$ cat src/general_maskable_request_pkg.sv
// Package for the interrupt and serial I/O block of an 8-bit processor core.
// Assumes nothing beyond a single clock domain.
package general_maskable_request_pkg;
    localparam int NUM_SRC = 5;
    // Restart vectors
    localparam logic [7:0] VEC_NMI = 8'h24;
    localparam logic [7:0] VEC_EDGE = 8'h3C;
    localparam logic [7:0] VEC_MID = 8'h34;
    localparam logic [7:0] VEC_LOW = 8'h2C;
    localparam logic [7:0] VEC_NONE = 8'h00;
    // Read-mask result bit positions
    localparam int RD_LOW_MASK = 0;
    localparam int RD_MID_MASK = 1;
    localparam int RD_EDGE_MASK = 2;
    localparam int RD_IE = 3;
    localparam int RD_LOW_PEND = 4;
    localparam int RD_MID_PEND = 5;
    localparam int RD_EDGE_PEND = 6;
    localparam int RD_SERIAL = 7;
    // Set-mask operand bit positions
    localparam int WR_LOW_MASK = 0;
    localparam int WR_MID_MASK = 1;
    localparam int WR_EDGE_MASK = 2;
    localparam int WR_MASK_EN = 3;
    localparam int WR_EDGE_CLR = 4;
    localparam int WR_SER_EN = 6;
    localparam int WR_SERIAL = 7;
    // Reset value and synchroniser depth
    localparam logic [2:0] MASK_RST = 3'h7;
    localparam int SYNC_STAGES = 2;
    // Which source won arbitration
    typedef enum logic [2:0] {
        SRC_NONE, SRC_NMI, SRC_EDGE, SRC_MID, SRC_LOW, SRC_GEN
    } src_type;
endpackage : general_maskable_request_pkg

$ cat src/general_maskable_request_sync.sv
// Two-flop synchroniser for a bus of asynchronous request inputs.
// Assumes the clock enable gates all state in the system.
`timescale 1ns/1ns
module general_maskable_request_sync #(
    parameter int WIDTH = 5
) (
    // Clock and reset
    input wire logic clk,
    input wire logic sys_rst,
    input wire logic clk_en,
    // Data
    input wire logic [WIDTH-1:0] async_in,
    output logic [WIDTH-1:0] sync_out
);
    import general_maskable_request_pkg::*;

    logic [WIDTH-1:0] meta_r;
    logic [WIDTH-1:0] meta_nxt;
    logic [WIDTH-1:0] sync_r;
    logic [WIDTH-1:0] sync_nxt;

    always_comb begin
        meta_nxt = meta_r;
        sync_nxt = sync_r;
        if (clk_en) begin
            meta_nxt = async_in;
            sync_nxt = meta_r;
        end
    end

    always_ff @(posedge clk) begin
        if (sys_rst) begin
            meta_r <= '0;
            sync_r <= '0;
        end else begin
            meta_r <= meta_nxt;
            sync_r <= sync_nxt;
        end
    end

    assign sync_out = sync_r;
endmodule : general_maskable_request_sync

$ cat src/general_maskable_request_ctrl.sv
// Interrupt and one-bit serial I/O logic of an 8-bit processor core.
// Assumes the core pulses instr_boundary, the read/set mask strobes and
// the enable/disable strobes for one cycle each, and follows a granted
// restart by pushing the PC and branching to restart_vector.
//
// Contract
// - Priority: nonmask, edge, mid, low, general
// - Each restart input has its own mask
// - Maskable restart needs enable and clear mask
// - Nonmaskable ignores enable and masks
// - Low and mid restarts are level sensitive
// - Edge restart latched, cleared on service
// - Edge latch cleared by set-mask with bit 4 set, reset
// - Edge latch sets even when masked
// - Only pending requests compete; nesting allowed
// - Nonmaskable rearms only once its line is seen low
// - Service clears global enable until enable op
// - First read after nonmaskable shows saved enable
// - Read after maskable service shows disabled
// - All requests synchronised to clock
// - Fixed restart vectors 24H 3CH 34H 2CH
// - Read-mask puts serial in at bit 7
// - Reset clears global enable
`timescale 1ns/1ns
module general_maskable_request_ctrl (
    // Clock and reset
    input wire logic clk,
    input wire logic sys_rst,
    input wire logic clk_en,
    // Interrupt request pins
    input wire logic nmi_request,
    input wire logic edge_restart,
    input wire logic mid_restart,
    input wire logic low_restart,
    input wire logic general_maskable_request,
    // Serial pins
    input wire logic serial_in_line,
    output logic serial_out_line,
    // Core instruction strobes
    input wire logic instr_boundary,
    input wire logic read_interrupt_mask_op,
    input wire logic set_interrupt_mask_op,
    input wire logic [7:0] set_mask_data,
    input wire logic enable_interrupts_op,
    input wire logic disable_interrupts_op,
    // Core restart request, read-mask result and enable state
    output logic general_maskable_request_grant,
    output general_maskable_request_pkg::src_type grant_source,
    output logic [7:0] restart_vector,
    output logic interrupt_acknowledge_strobe,
    output logic [7:0] read_mask_data,
    output logic int_enable
);
    import general_maskable_request_pkg::*;

    logic [NUM_SRC-1:0] raw_req;
    logic [NUM_SRC-1:0] sync_req;
    logic nmi_s;
    logic edge_s;
    logic mid_s;
    logic low_s;
    logic gen_s;

    logic ie_r, ie_nxt;
    logic ie_saved_r, ie_saved_nxt;
    logic nmi_read_pend_r, nmi_read_pend_nxt;
    logic [2:0] mask_r, mask_nxt;
    logic edge_prev_r, edge_prev_nxt;
    logic edge_latch_r, edge_latch_nxt;
    logic nmi_armed_r, nmi_armed_nxt;
    logic sod_r, sod_nxt;
    logic [7:0] rd_r, rd_nxt;
    logic grant_r, grant_nxt;
    logic ack_r, ack_nxt;
    src_type src_r, src_nxt;
    logic [7:0] vec_r, vec_nxt;
    src_type winner;

    // Vector lookup for a given source
    function automatic logic [7:0] vec_of(input src_type s);
        case (s)
            SRC_NMI: vec_of = VEC_NMI;
            SRC_EDGE: vec_of = VEC_EDGE;
            SRC_MID: vec_of = VEC_MID;
            SRC_LOW: vec_of = VEC_LOW;
            default: vec_of = VEC_NONE;
        endcase
    endfunction : vec_of

    assign raw_req = {general_maskable_request, low_restart, mid_restart,
                      edge_restart, nmi_request};
    general_maskable_request_sync #(.WIDTH(NUM_SRC)) u_sync (
        .clk(clk),
        .sys_rst(sys_rst),
        .clk_en(clk_en),
        .async_in(raw_req),
        .sync_out(sync_req)
    );
    assign nmi_s = sync_req[0];
    assign edge_s = sync_req[1];
    assign mid_s = sync_req[2];
    assign low_s = sync_req[3];
    assign gen_s = sync_req[4];

    // Arbitration among pending requests
    always_comb begin
        winner = SRC_NONE;
        // only an armed, high request is taken
        if (nmi_s && nmi_armed_r) begin
            winner = SRC_NMI;
        // maskable restarts need enable and mask clear
        end else if (ie_r && edge_latch_r && !mask_r[2]) begin
            winner = SRC_EDGE;
        // level sensitive mid and low restarts
        end else if (ie_r && mid_s && !mask_r[1]) begin
            winner = SRC_MID;
        end else if (ie_r && low_s && !mask_r[0]) begin
            winner = SRC_LOW;
        end else if (ie_r && gen_s) begin
            winner = SRC_GEN;
        end
    end

    always_comb begin
        ie_nxt = ie_r;
        ie_saved_nxt = ie_saved_r;
        nmi_read_pend_nxt = nmi_read_pend_r;
        mask_nxt = mask_r;
        edge_prev_nxt = edge_prev_r;
        edge_latch_nxt = edge_latch_r;
        nmi_armed_nxt = nmi_armed_r;
        sod_nxt = sod_r;
        rd_nxt = rd_r;
        grant_nxt = 1'b0;
        ack_nxt = 1'b0;
        src_nxt = src_r;
        vec_nxt = vec_r;
        if (clk_en) begin
            edge_prev_nxt = edge_s;
            // rearm whenever the synchronised line is low
            if (!nmi_s) begin
                nmi_armed_nxt = 1'b1;
            end
            // Enable instructions
            if (enable_interrupts_op) begin
                ie_nxt = 1'b1;
            end else if (disable_interrupts_op) begin
                ie_nxt = 1'b0;
            end
            // Set-mask instruction
            if (set_interrupt_mask_op) begin
                if (set_mask_data[WR_MASK_EN]) begin
                    mask_nxt = set_mask_data[2:0];
                end
                if (set_mask_data[WR_EDGE_CLR]) begin
                    edge_latch_nxt = 1'b0;
                end
                if (set_mask_data[WR_SER_EN]) begin
                    sod_nxt = set_mask_data[WR_SERIAL];
                end
            end
            // nesting allowed once enable is set again
            if (instr_boundary && winner != SRC_NONE) begin
                grant_nxt = 1'b1;
                src_nxt = winner;
                vec_nxt = vec_of(winner);
                ie_nxt = 1'b0;
                ack_nxt = (winner == SRC_GEN);
                if (winner == SRC_NMI) begin
                    // keep prior enable for next read
                    ie_saved_nxt = ie_r;
                    nmi_read_pend_nxt = 1'b1;
                    nmi_armed_nxt = 1'b0;
                end
                if (winner == SRC_EDGE) begin
                    edge_latch_nxt = 1'b0;
                end
            end
            // rising edge sets latch regardless of mask
            if (edge_s && !edge_prev_r) begin
                edge_latch_nxt = 1'b1;
            end
            // Read-mask instruction
            if (read_interrupt_mask_op) begin
                rd_nxt[2:0] = mask_r;
                rd_nxt[RD_IE] = nmi_read_pend_r ? ie_saved_r : ie_r;
                // a new nonmaskable grant wins over the read
                nmi_read_pend_nxt = instr_boundary && winner == SRC_NMI;
                rd_nxt[RD_LOW_PEND] = low_s;
                rd_nxt[RD_MID_PEND] = mid_s;
                rd_nxt[RD_EDGE_PEND] = edge_latch_r;
                rd_nxt[RD_SERIAL] = serial_in_line;
            end
        end
    end

    always_ff @(posedge clk) begin
        if (sys_rst) begin
            ie_r <= 1'b0;
            ie_saved_r <= 1'b0;
            nmi_read_pend_r <= 1'b0;
            mask_r <= MASK_RST;
            edge_prev_r <= 1'b0;
            edge_latch_r <= 1'b0;
            nmi_armed_r <= 1'b1;
            sod_r <= 1'b0;
            rd_r <= 8'h00;
            grant_r <= 1'b0;
            ack_r <= 1'b0;
            src_r <= SRC_NONE;
            vec_r <= VEC_NONE;
        end else begin
            ie_r <= ie_nxt;
            ie_saved_r <= ie_saved_nxt;
            nmi_read_pend_r <= nmi_read_pend_nxt;
            mask_r <= mask_nxt;
            edge_prev_r <= edge_prev_nxt;
            edge_latch_r <= edge_latch_nxt;
            nmi_armed_r <= nmi_armed_nxt;
            sod_r <= sod_nxt;
            rd_r <= rd_nxt;
            grant_r <= grant_nxt;
            ack_r <= ack_nxt;
            src_r <= src_nxt;
            vec_r <= vec_nxt;
        end
    end

    assign serial_out_line = sod_r;
    assign general_maskable_request_grant = grant_r;
    assign grant_source = src_r;
    assign restart_vector = vec_r;
    assign interrupt_acknowledge_strobe = ack_r;
    assign read_mask_data = rd_r;
    assign int_enable = ie_r;
endmodule : general_maskable_request_ctrl

$ cat config.mk
export PLATFORM = sky130hd
export DESIGN_NAME = general_maskable_request_ctrl
export DESIGN_NICKNAME = d
export VERILOG_FILES = /design/src/general_maskable_request_pkg.sv /design/src/general_maskable_request_sync.sv /design/src/general_maskable_request_ctrl.sv
export SDC_FILE = /design/constraint.sdc
export NUM_CORES = 1
export LEC_CHECK = 0
export BUFFER_PORTS_ARGS = -buffer_cell sky130_fd_sc_hd__clkbuf_2
export CAP_MARGIN = 20
export CELL_PAD_IN_SITES_DETAIL_PLACEMENT = 0
export CELL_PAD_IN_SITES_GLOBAL_PLACEMENT = 1
export CORE_MARGIN = 2
export CORE_UTILIZATION = 33
export DETAILED_ROUTE_END_ITERATION = 7
export HOLD_SLACK_MARGIN = 0.12
export PLACE_DENSITY = 0.79
export RECOVER_POWER = 25
export SETUP_SLACK_MARGIN = 0.05
export SYNTH_ARGS = -nofsm -noshare
export SYNTH_HDL_FRONTEND = slang
export SYNTH_SLANG_ARGS = --single-unit
$ cat constraint.sdc
create_clock -name clk -period 1.2 [get_ports clk]
set_input_delay 0 -clock clk [delete_from_list [all_inputs] [get_ports clk]]
set_output_delay 0 -clock clk [all_outputs]
set_load 0.03 [all_outputs]
==> flow_metrics.env <==
export IMPL_sequentialPowerShare_pct=49.2
export IMPL_period_minus_slack_ns=1.10
export IMPL_diodes=0
export IMPL_p_leak_nw=0.897
export IMPL_area_growth_pct=40.9
export IMPL_tns_ns=0
export IMPL_whs_ns=0.130
export IMPL_switching_share_pct=25.6
export IMPL_syn_inst=162
export IMPL_grt_pass1_vias=1207
export IMPL_gp_congestion=0.799
export IMPL_p_int_w=0.00190
export IMPL_clkPwrFrac_pct=38.8
export IMPL_max_vdd_ir_drop_uv=544
export IMPL_synth_area_sq_mm=0.00146
export IMPL_root_buffer="clkbuf_8"
export IMPL_yosys_register_bits=36
export IMPL_ios=45
export IMPL_grt_max_degree=16
export IMPL_criticalPathCategory="flip-flop to flip-flop"
export IMPL_net_switching_power_w=0.000654
export IMPL_synthDistinctLibCells=35
export IMPL_remaining_drc_errors=0
export IMPL_routed_wl_mm=3.43
export IMPL_dr_pass1_iters=4
export IMPL_r2r_slack_ns=0.10
export IMPL_cts_tree="built"
export IMPL_die_w_um=70.5
export IMPL_cp_arrival_ns=1.29
export IMPL_max_stage_delay_ns=0.33
export IMPL_finalCritPeriodShare_pct=91.5
export IMPL_crit_chain="nor2b_4 > nand2b_4 > o21ai_2 > a32o_1"
export IMPL_power_density_mw_per_mm2=1240
export IMPL_num_rows=24
export IMPL_start_util_pct=33.9
export IMPL_drive_gt1_share_pct=29.8
export IMPL_startpoint="u_sync.sync_out[2]$_SDFFE_PP0P_"
export IMPL_yosysWarnings=0
export IMPL_cp_num_buf_inv=0
export IMPL_setup_viol=0
export IMPL_worstPathRequired_ns=1.40
export IMPL_final_net_count=249
export IMPL_hold_viol=0
export IMPL_first_iter_violations=71
export IMPL_dieHeight_um=70.5
export IMPL_slew_violations=0
export IMPL_layout_commonest_cell="dfxtp_1"
export IMPL_antenna_left=0
export IMPL_wire_per_inst_um=12.2
export IMPL_clkSinkCount=36
export IMPL_insertion_delay_ns=0.30
export IMPL_timing_rr_start="u_sync.sync_out[2]$_SDFFE_PP0P_"
export IMPL_vias=1274
export IMPL_startpoint_type="flip-flop"
export IMPL_comb_power_share_pct=12.0
export IMPL_viasPerCell=4.55
export IMPL_hold_path_startpoint="disable_interrupts_op"
export IMPL_worst_path_max_fanout=4
export IMPL_grt_pass1_wl_mm=5.56
export IMPL_cpMaxStageDelayCell="dfxtp_1"
export IMPL_cts_max_level=2
export IMPL_worst_setup_path_end_kind="flip-flop"
export IMPL_maxCapViolations=0
export IMPL_worstHoldPathType="input port to flip-flop"
export IMPL_clockBufferDepth=2
export IMPL_dp_hpwl_mm=2.39
export IMPL_grt_overflow=0
export IMPL_hold_path_end="int_enable$_SDFFE_PP0P_"
export IMPL_grt_setup_unrepaired="no"
export IMPL_cts_buffers=5
export IMPL_status="completed"
export IMPL_r2r_cells=4
export IMPL_final_cell_mix="dfxtp_1, clkbuf_2, nand2_1"
export IMPL_min_path_cells=4
export IMPL_fmax_mhz=911
export IMPL_r2r_end="grant_source[0]$_SDFFE_PP0N_"
export IMPL_path_delay_family="simple AND/OR/NAND/NOR gates"
export IMPL_synth_seq_area_share_pct=49.4
export IMPL_syn_avg_cell_area_sq_um=9.00
export IMPL_antenna_found_initial=0
export IMPL_core_area_sq_mm=0.00429
export IMPL_portBuffers=39
export IMPL_clkTransAtPathRegs_ns=0.08
export IMPL_grt_total_usage_pct=14.5
export IMPL_dieArea_sq_mm=0.00496
export IMPL_clock_skew_ns=0.00646
==> layout make-up <==
type	count	area, sq um
Inverter	5	18.8
Clock buffer	6	93.8
Sequential cell	36	731
Tap cell	52	65.1
Fill cell	434	2240
Timing Repair Buffer	66	424
Multi-Input combinational cell	113	709
Clock inverter	2	12.5
==> synthesized netlist by cell type <==
cell type / count / share of area [%]
a211o_1: 1 / 0.60
a211oi_1: 2 / 1.0
a21boi_0: 1 / 0.52
a21oi_1: 12 / 4.1
a221o_1: 1 / 0.69
a22o_1: 1 / 0.60
a31oi_1: 1 / 0.43
a32o_1: 1 / 0.69
and2_1: 1 / 0.43
and3_1: 1 / 0.43
and3_4: 1 / 0.77
and4_1: 1 / 0.60
buf_1: 2 / 0.52
buf_2: 3 / 1.0
buf_4: 6 / 3.1
conb_1: 1 / 0.26
dfxtp_1: 36 / 49
inv_1: 5 / 1.3
mux2i_1: 16 / 11
nand2_1: 26 / 6.7
nand2_4: 1 / 0.77
nand2b_1: 4 / 1.7
nand3_1: 4 / 1.4
nand3b_1: 1 / 0.52
nand4_1: 1 / 0.43
nor2_1: 18 / 4.6
nor2b_1: 1 / 0.43
nor2b_2: 1 / 0.60
nor3_1: 1 / 0.34
nor4_1: 1 / 0.43
o211ai_1: 1 / 0.52
o21ai_0: 5 / 1.7
o21ai_1: 1 / 0.34
o21ai_2: 2 / 1.2
or3_4: 1 / 0.77
==> power by group through the flow <==
stage	Clock, W	Sequential (W)	Combinational [W]
after floorplan	0	0.00131	0.000143
after CTS	0.00100	0.00125	0.000303
final	0.000991	0.00126	0.000306
after global routing	0.00106	0.00126	0.000334
after detailed placement	0	0.00128	0.000264
after global placement	0	0.00128	0.000262
==> worst min-delay path: cells and delay by family <==
kind	cells	cell delay, ns
AND/OR/NAND/NOR	2	0.21
buffers and inverters	1	0.08
AO/OA/AOI/OAI	1	0.12
==> kinds of logic after synthesis <==
group	share of synthesized area [%]
other	0.257
buffers and inverters	5.92
AOI/OAI and AO/OA	12.4
DFF	49.4
muxes	11.0
and+or+nand+nor	20.9
==> worst max path at each step <==
stage	end	slack [ns]	cells past startpoint
CTS	restart_vector[4]$_SDFFE_PP0N_	0.05	4
global placement	grant_source[0]$_SDFFE_PP0N_	0.04	4
detailed placement	grant_source[0]$_SDFFE_PP0N_	0.03	4
global route	restart_vector[4]$_SDFFE_PP0N_	0.05	4
finish	grant_source[0]$_SDFFE_PP0N_	0.10	4
floorplan	grant_source[1]$_SDFFE_PP0N_	0.02	4
==> flip-flops by register name, summed over array words and instances (netlist names), 3 cells and up <==
register and flops:
restart_vector 3, u_sync.sync_out 5, mask_r 3, read_mask_data 8, grant_source 3, u_sync.meta_r 5
==> what timing repair did <==
action                                  CTS  global route
pin swaps                                 0             3
hold buffers                             15             0
endpoints found under the setup margin    2             9
endpoints found under the hold margin    15             0
cloned                                    0             0
resized for setup                         2            13
setup buffers                             0             1
==> per-layer routing <==
| layer | track usage [%] | vias to the layer above | wire [um] |
|---|---|---|---|
| li1 | - | 673 | - |
| met1 | 17.5 | 571 | 1570 |
| met2 | 23.5 | 24 | 1670 |
| met3 | 4.91 | 6 | 136 |
| met4 | 5.77 | 0 | 53 |
| met5 | 0 | - | 0 |
==> through the flow <==
stage	instances	total power (W)	utilization [%]	worst slack, ns	area (sq um)
2_1_floorplan	165	0.00146	-	0.0153	1470
3_3_place_gp	256	0.00154	40.7	0.0399	1750
3_5_place_dp	256	0.00155	40.7	0.0297	1750
4_1_cts	279	0.00256	46.9	0.0480	2020
5_1_grt	280	0.00266	47.8	0.0533	2050
6_report	280	0.00255	47.8	0.102	2050
Power figures use the tool's default switching activity.
